$ cat config.mk
export PLATFORM = sky130hd
export DESIGN_NAME = mix_exec
export DESIGN_NICKNAME = d
export VERILOG_FILES = /design/src/include/mix_pkg.sv /design/src/include/mix_alu_if.sv /design/src/rtl/mix_exec.sv /design/src/rtl/mix_or_unit.sv
export SDC_FILE = /design/constraint.sdc
export NUM_CORES = 1
export LEC_CHECK = 0
export ABC_AREA = 1
export ABC_CLOCK_PERIOD_IN_PS = 3600
export BUFFER_PORTS_ARGS = -buffer_cell sky130_fd_sc_hd__buf_2
export CORE_ASPECT_RATIO = 1.25
export CORE_MARGIN = 2
export CORE_UTILIZATION = 42
export CTS_BUF_LIST = sky130_fd_sc_hd__clkbuf_8
export DETAILED_ROUTE_END_ITERATION = 10
export GPL_ROUTABILITY_DRIVEN = 0
export PLACE_DENSITY_LB_ADDON = 0.1
export SKIP_CTS_REPAIR_TIMING = 1
export SLEW_MARGIN = 15
export SYNTH_ARGS = -nofsm -noshare
export SYNTH_HDL_FRONTEND = slang
export SYNTH_SLANG_ARGS = --single-unit
$ cat constraint.sdc
create_clock -name mclk_in -period 3.6 [get_ports mclk_in]
set_input_delay 0.36 -clock mclk_in [delete_from_list [all_inputs] [get_ports mclk_in]]
set_output_delay 0.36 -clock mclk_in [all_outputs]
set_load 0.05 [all_outputs]
$ cat src/include/mix_pkg.sv
// package for the instruction subset execution block
// assumes one core clock and an external fetch unit that presents decoded opcodes
package mix_pkg;
   localparam int MIX_PC_W = 11;
   localparam int MIX_DATA_W = 8;
   localparam int MIX_RADDR_W = 7;
   localparam int MIX_FADDR_W = 4;
   localparam logic [10:0] MIX_SWI_VECTOR = 11'h001;
   localparam logic [3:0] MIX_CFG_LO = 4'h5;
   localparam logic [3:0] MIX_CFG_HI = 4'hf;
   localparam logic [1:0] MIX_SWI_CYCLES = 2'h3;
   localparam logic [1:0] MIX_BRANCH_CYCLES = 2'h2;
   localparam logic [7:0] MIX_ACC_RESET = 8'h00;
   localparam logic [10:0] MIX_PC_RESET = 11'h000;
   typedef enum logic [2:0] {
      MIX_OP_NONE,
      MIX_OP_SWI,
      MIX_OP_OR_IMM,
      MIX_OP_OR_REG,
      MIX_OP_CFG_WR,
      MIX_OP_CFG_RD,
      MIX_OP_LONG_BRANCH
   } mix_op_t;
endpackage

$ cat src/include/mix_alu_if.sv
// interface between the executor and its or unit
// assumes both ends share the core clock
`timescale 1ns/1ns
interface mix_alu_if;
   import mix_pkg::*;
   logic [7:0] opa;
   logic [7:0] opb;
   logic [7:0] result;
   logic zero;
   modport exec (output opa, output opb, input result, input zero);
   modport alu (input opa, input opb, output result, output zero);
endinterface

$ cat src/rtl/mix_exec.sv
// executes swi, or immediate, or register, cfg page write/read and long branch
// assumes fetch holds op_in valid for one cycle when ready_out is high
//
// Behaviour
// - software interrupt pushes pc plus one, loads pc with 0x001 and takes 3 cycles.
// - or immediate ors the accumulator with the operand into the accumulator and sets zero.
// - or register ors the accumulator with the data register and with dest 0 writes the accumulator.
// - or register with dest 1 writes the result back to the data register.
// - cfg page write copies the accumulator to cfg register 5 to 15 in one cycle, flags untouched.
// - cfg page read copies cfg register 5 to 15 into the accumulator in one cycle.
// - long branch loads the 11 bit target into pc without the stack in 2 cycles.
// - long branch targets span 0 to 2047.
`timescale 1ns/1ns
module mix_exec
   import mix_pkg::*;
(
   input wire logic mclk_in,
   input wire logic rst_b_in,
   input wire logic op_valid_in,
   input wire logic [2:0] op_in,
   input wire logic [7:0] imm_in,
   input wire logic [6:0] raddr_in,
   input wire logic dest_in,
   input wire logic [10:0] target_in,
   input wire logic [3:0] faddr_in,
   input wire logic [7:0] rdata_in,
   input wire logic [7:0] fdata_in,
   output logic ready_out,
   output logic [7:0] acc_out,
   output logic zero_out,
   output logic [10:0] pc_out,
   output logic push_out,
   output logic [10:0] push_data_out,
   output logic [6:0] raddr_out,
   output logic rwr_out,
   output logic [7:0] rwdata_out,
   output logic [3:0] faddr_out,
   output logic fwr_out,
   output logic [7:0] fwdata_out
);
   typedef enum logic [1:0] {MIX_IDLE, MIX_WAIT} mix_state_t;
   mix_state_t state_reg;
   logic [1:0] cnt_reg;
   logic [7:0] acc_reg;
   logic zero_reg;
   logic [10:0] pc_reg;
   logic push_reg;
   logic [10:0] push_data_reg;
   logic rwr_reg;
   logic [7:0] rwdata_reg;
   logic fwr_reg;
   logic [7:0] fwdata_reg;
   logic [3:0] faddr_reg;
   mix_op_t op;
   mix_alu_if orif();

   mix_or_unit u_or (.alu(orif));

   wire take = op_valid_in && (state_reg == MIX_IDLE);
   wire is_swi = take && (op == MIX_OP_SWI);
   wire is_ori = take && (op == MIX_OP_OR_IMM);
   wire is_orr = take && (op == MIX_OP_OR_REG);
   wire is_cwr = take && (op == MIX_OP_CFG_WR);
   wire is_crd = take && (op == MIX_OP_CFG_RD);
   wire is_lbr = take && (op == MIX_OP_LONG_BRANCH);
   // operands outside 5..15 are ignored so reserved cfg slots are never touched
   wire f_ok = (faddr_in >= MIX_CFG_LO) && (faddr_in <= MIX_CFG_HI);
   wire [10:0] pc_plus1 = pc_reg + 11'h001;

   assign op = mix_op_t'(op_in);
   assign orif.opa = acc_reg;
   assign orif.opb = is_orr ? rdata_in : imm_in;
   assign raddr_out = raddr_in;
   assign ready_out = (state_reg == MIX_IDLE);
   assign acc_out = acc_reg;
   assign zero_out = zero_reg;
   assign pc_out = pc_reg;
   assign push_out = push_reg;
   assign push_data_out = push_data_reg;
   assign rwr_out = rwr_reg;
   assign rwdata_out = rwdata_reg;
   assign fwr_out = fwr_reg;
   assign fwdata_out = fwdata_reg;
   assign faddr_out = is_crd ? faddr_in : faddr_reg;

   always_ff @(posedge mclk_in or negedge rst_b_in)
   begin
      if (!rst_b_in)
      begin
         state_reg <= MIX_IDLE;
         cnt_reg <= 2'h0;
      end
      else if (is_swi)
      begin
         state_reg <= MIX_WAIT;
         cnt_reg <= MIX_SWI_CYCLES - 2'h1;
      end
      else if (is_lbr)
      begin
         state_reg <= MIX_WAIT;
         cnt_reg <= MIX_BRANCH_CYCLES - 2'h1;
      end
      else if (state_reg == MIX_WAIT)
      begin
         cnt_reg <= cnt_reg - 2'h1;
         if (cnt_reg == 2'h1)
            state_reg <= MIX_IDLE;
      end
   end

   always_ff @(posedge mclk_in or negedge rst_b_in)
   begin
      if (!rst_b_in)
      begin
         acc_reg <= MIX_ACC_RESET;
         zero_reg <= 1'b0;
      end
      else if (is_ori || (is_orr && !dest_in))
      begin
         acc_reg <= orif.result;
         zero_reg <= orif.zero;
      end
      else if (is_orr)
         zero_reg <= orif.zero;
      else if (is_crd && f_ok)
         acc_reg <= fdata_in;
   end

   always_ff @(posedge mclk_in or negedge rst_b_in)
   begin
      if (!rst_b_in)
         pc_reg <= MIX_PC_RESET;
      else if (is_swi)
         pc_reg <= MIX_SWI_VECTOR;
      else if (is_lbr)
         pc_reg <= target_in;
      else if (take)
         pc_reg <= pc_plus1;
   end

   always_ff @(posedge mclk_in or negedge rst_b_in)
   begin
      if (!rst_b_in)
      begin
         push_reg <= 1'b0;
         push_data_reg <= 11'h000;
         rwr_reg <= 1'b0;
         rwdata_reg <= 8'h00;
         fwr_reg <= 1'b0;
         fwdata_reg <= 8'h00;
         faddr_reg <= 4'h0;
      end
      else
      begin
         push_reg <= is_swi;
         if (is_swi)
            push_data_reg <= pc_plus1;
         rwr_reg <= is_orr && dest_in;
         if (is_orr)
            rwdata_reg <= orif.result;
         fwr_reg <= is_cwr && f_ok;
         if (is_cwr)
         begin
            fwdata_reg <= acc_reg;
            faddr_reg <= faddr_in;
         end
      end
   end
endmodule

$ cat src/rtl/mix_or_unit.sv
// combinational or unit with zero detection
// assumes operands are stable within the cycle
`timescale 1ns/1ns
module mix_or_unit
   import mix_pkg::*;
(
   mix_alu_if.alu alu
);
   assign alu.result = alu.opa | alu.opb;
   assign alu.zero = (alu.result == 8'h00);
endmodule

* Yosys cells after proc, flatten, opt, wreduce, memory -nomap -nowiden
Cells that the tools add are included.
** Word-level totals
- Logic and storage cells :: 66
- Bits of input ports :: 53
- Flip-flop bits (word level) :: 58
- Output and inout port bits :: 62
** Cells by class
- Multiplexer cells :: 17
- Equal/unequal tests :: 9
- Order comparisons :: 2
- Bitwise logic cells :: 1
- Add/sub/neg operators :: 2
- Reductions and logical operators :: 23
** Operator list (count)
- $mux W11 :: 3
- $mux W8 :: 4
- $mux W2 :: 7
- $logic_and A1 B1 Y1 :: 12
- $add A11 B1 Y11 const B :: 1
- $eq A3 B3 Y1 const B :: 3
- $reduce_bool A3 Y1 :: 3
- $logic_not A8 Y1 :: 1
- $or A8 B8 Y8 :: 1
- $eq A3 B2 Y1 const B :: 2
- $eq A2 B1 Y1 const B :: 2
- $ge A4 B3 Y1 const B :: 1
- $le A4 B4 Y1 const B :: 1
- $mux W4 :: 1
- $reduce_and A2 Y1 :: 2
- $reduce_bool A2 Y1 :: 2
- $eq A3 B1 Y1 const B :: 1
- $logic_not A2 Y1 :: 1
- $mux W1 :: 2
- $ne A2 B1 Y1 const B :: 1
- $sub A2 B1 Y2 const B :: 1
- $logic_not A1 Y1 :: 1
- $logic_or A1 B1 Y1 :: 1

* Depth between registers and ports, before layout
- Word-level depth :: 8
- Depth in mapped cells :: 10
- Gate-level depth less buffers :: 9

* Modules after synthesis
A second synthesis with hierarchy kept.
** Unflattened totals
- Cell total of the unflattened synthesis :: 419
- Area total of the unflattened synthesis :: 3030.4 um2
** Modules (own cells, without submodules)
- mix_exec :: times used 1, area each 2904.0 um2, seq. area each 1426.4 um2, cells each 388
- mix_or_unit :: times used 1, area each 126.4 um2, seq. area each 0.0 um2, cells each 31

* Worst setup path after synthesis
OpenSTA, ideal clock, no wires.
- Kind :: flip-flop to output port
- From :: reg state_reg[0]
- To :: out faddr_out[0]
- Cell stages (with the launch flop) :: 6
- Required time :: 3240 ps
- Path buffers :: 0
- Setup slack :: 1117 ps
- Arrival :: 2123 ps
- Path through :: dfrtp_1 inv_2 nand2_4 nor2_2 nand2_2 o21ai_0
** Between the ends
- Cells in the longest elaborated chain, start to end :: 4
** RTL lines
- start, declared :: line mix_exec.sv:42 : mix_state_t state_reg;
- start signal, assigned :: line mix_exec.sv:90 : state_reg <= MIX_IDLE;
- start signal, assigned :: line mix_exec.sv:95 : state_reg <= MIX_WAIT;
- start signal, assigned :: line mix_exec.sv:100 : state_reg <= MIX_WAIT;
- $logic_not A2 Y1
- named net ready_out :: line mix_exec.sv:28 : output logic ready_out,
- $logic_and A1 B1 Y1 :: line mix_exec.sv:59 : wire take = op_valid_in && (state_reg == MIX_IDLE);
- $logic_and A1 B1 Y1 :: line mix_exec.sv:64 : wire is_crd = take && (op == MIX_OP_CFG_RD);
- $mux W4 :: line mix_exec.sv:84 : assign faddr_out = is_crd ? faddr_in : faddr_reg;
- end, declared :: line mix_exec.sv:37 : output logic [3:0] faddr_out,
The timed path passes the listed nets, and every way through them passes these cells.

* Final worst setup path
- From :: reg state_reg[0]
- To :: out faddr_out[3]
** Between the ends
- Cells in the longest elaborated chain, start to end :: 4
** RTL lines (line)
- $logic_not A2 Y1 :: mix_exec.sv:59
- $logic_and A1 B1 Y1 :: mix_exec.sv:59
- $logic_and A1 B1 Y1 :: mix_exec.sv:64
- $mux W4 :: mix_exec.sv:84
No other way between the ends.

==> metrics.cfg <==
[timing]
layout_min_cycle_time_ns=2.11
finalHoldViolCount=0
slew_headroom_pct=48.2
final_max_slew_viol_count=0
finalHoldWorstSlack_ns=0.0943
timing.final.crit_share_pct=58.7
max_freq_mhz=473
setup_viol=0
rsz0062_at_grt=no
worst_pin_slew_ns=0.774
skew_ns=0.00409
final.setup.tns_ns=0

[setup_path]
path_cells=inv_2 > nand2_4 > nor2_2 > nand2_2 > o21ai_0 > buf_2
cp-start-kind=flip-flop
cp_slowest_cell=dfrtp_1
critPathMaxFanout=9
path_class=reg2out
max_stage_delay_ns=0.40
cp-end-kind=output pin
rrSetupSlack_ns=1.57
arrival_ns=1.75
rr_endpoint=pc_out[0]$_DFFE_PN0P_
r2r_start=state_reg[0]$_DFFE_PN0P_
critPathRequiredTime_ns=3.24
rr_worst_depth=9
startpoint=state_reg[0]$_DFFE_PN0P_

[global_route]
grt-ovfl-total=0
grt_pass1_wl_um=12000
globalRouteTotalUtil_pct=21.0
grt_max_degree=36
antenna_found_initial=0
first_global_vias=2495

[synthesis]
synth_seq_cells=57
synthXorXnorAreaFrac_pct=1.54
synth.area.top_cells=dfrtp_1, nand2_1, o21ai_0, nor2_1, inv_1
yosys.area_share.simple_pct=22.6
yosysTopAreaCell=dfrtp_1
synthAdderAreaFrac_pct=0.879
synth_cells=354
synth_compound_area_share_pct=15.8
syn-num-nets=409
yosysSeqAreaShare_pct=50.1
synth_top_family_by_area=simple AND/OR/NAND/NOR gates
synth.area.mux_share_pct=0
synth_top_area_share_pct=50.1
yosysUniqueCellTypes=27
syn_area_mm2=0.00285
yosysWarnings=0
avgSynthCellArea_um2=8.04

[pwr]
power_leakage_nw=1.89
p_per_area_mw_per_mm2=1020
swShare_pct=53.3
p_comb_share_pct=53.1
clock_power_share_pct=16.2
vdd_drop_max_uv=597
p_seq_share_pct=30.7
p_int_mw=1.70
power_switching_mw=1.94

[die]
dieArea_mm2=0.00746
start_util_pct=43.4
row_count=33
ios=115
die_y_um=96.1
die_x_um=77.7
core_region_area_mm2=0.00657

[layout]
multi_input_area_mm2=0.00116
antennaDiodeCount=0
postLayoutCoreUtil_pct=54.2
nFillCells=659
nets=505
areaGrowthSynthToFinish_pct=25.0
drive_gt1_share_pct=28.8
regArea_mm2=0.00143
final_cell_mix=buf_2, nand2_1, dfrtp_1, o21ai_0, nor2_1
mostFrequentLayoutCell=buf_2

[clock_tree]
path_clk_slew_ns=0.07
numCtsBuffers=9
cts_max_level=3
clock-sinks=57
clock_latency_ns=0.34
clockBufferDepth=2
cts_tree=yes
cts_root_buf=clkbuf_8

[routing]
dr.pass1.iters=4
viasPerCell=4.81
drc_errors=0
vias=2608
drt-total-wl_um=7310
dr.first_iter.drc_count=114
ant_nets=0
wl_per_cell_um=13.5

[status]
status=finished clean

[placed_design]
port_buffers=100
hpwl_um=5510

[run]
max-cap-violations=0

[hold_path]
hold_class=in2async

## layout make-up
type / instances / share of cell area (%)
Clock buffer: 10 / 3.87
Clock inverter: 6 / 1.65
Inverter: 40 / 4.22
Multi-Input combinational cell: 240 / 32.7
Sequential cell: 57 / 40.1
Tap cell: 87 / 3.06
Timing Repair Buffer: 102 / 14.5
## worst max path at each step
| stage | cells past startpoint | slack (ns) | endpoint |
|---|---|---|---|
| final | 6 | 1.49 | faddr_out[3] |
| after CTS | 6 | 1.44 | faddr_out[3] |
| after detailed placement | 10 | 1.58 | zero_out$_DFFE_PN0P_ |
| after global placement | 9 | 1.61 | pc_out[0]$_DFFE_PN0P_ |
| after floorplan | 5 | 1.12 | faddr_out[0] |
| after global routing | 9 | 1.29 | pc_out[0]$_DFFE_PN0P_ |
## critical path, delay by kind of cell (launching register included)
family,cells,cell delay (ns)
AO/OA/AOI/OAI,1,0.20
buffers and inverters,2,0.42
AND/OR/NAND/NOR,3,0.39
flip-flops,1,0.40
## power groups by stage
stage | clock network, mW | logic (mW) | registers, mW
after global routing | 0.635 | 2.08 | 1.16
after floorplan | 0 | 0.616 | 1.98
final | 0.589 | 1.93 | 1.12
after detailed placement | 0 | 1.95 | 1.12
after global placement | 0 | 1.93 | 1.12
after CTS | 0.603 | 1.95 | 1.12
## routing by layer
| layer | routed length (µm) | share of wire, % | GRT usage (%) |
|---|---|---|---|
| met1 | 3160 | 43 | 25.2 |
| met2 | 3500 | 48 | 35.5 |
| met4 | 157 | 2.1 | 10.4 |
| met3 | 497 | 6.8 | 4.88 |
| met5 | 0 | 0 | 0 |
## kinds of logic (layout without fill, tap and decap cells)
kind of cell | Yosys count | count (layout)
buffers and inverters | 57 | 158
XOR/XNOR | 5 | 5
flip-flops | 57 | 57
AO/OA/AOI/OAI | 80 | 80
AND/OR/NAND/NOR | 153 | 153
adder cells (fa/ha/maj) | 2 | 2
## cells in the mapped netlist (all sizes together)
cell,count
buf,13
a31oi,5
clkbuf,4
xor2,5
nand2,86
nor3,2
inv,40
o22ai,9
a21oi,13
nand4,2
or2,1
a21boi,5
o211ai,2
dfrtp,57
nor2,44
nand3,18
o21ai,45
a21o,1
ha,2
## per-stage QoR
| step | setup slack, ns | total power [mW] | std cells | cell area, µm² |
|---|---|---|---|---|
| final | 1.49 | 3.63 | 542 | 3560 |
| after global routing | 1.29 | 3.87 | 542 | 3560 |
| after floorplan | 1.12 | 2.60 | 354 | 2850 |
| after CTS | 1.44 | 3.67 | 542 | 3560 |
| after detailed placement | 1.58 | 3.07 | 526 | 3360 |
| after global placement | 1.61 | 3.05 | 526 | 3360 |
(Power assumes the default switching activity.)
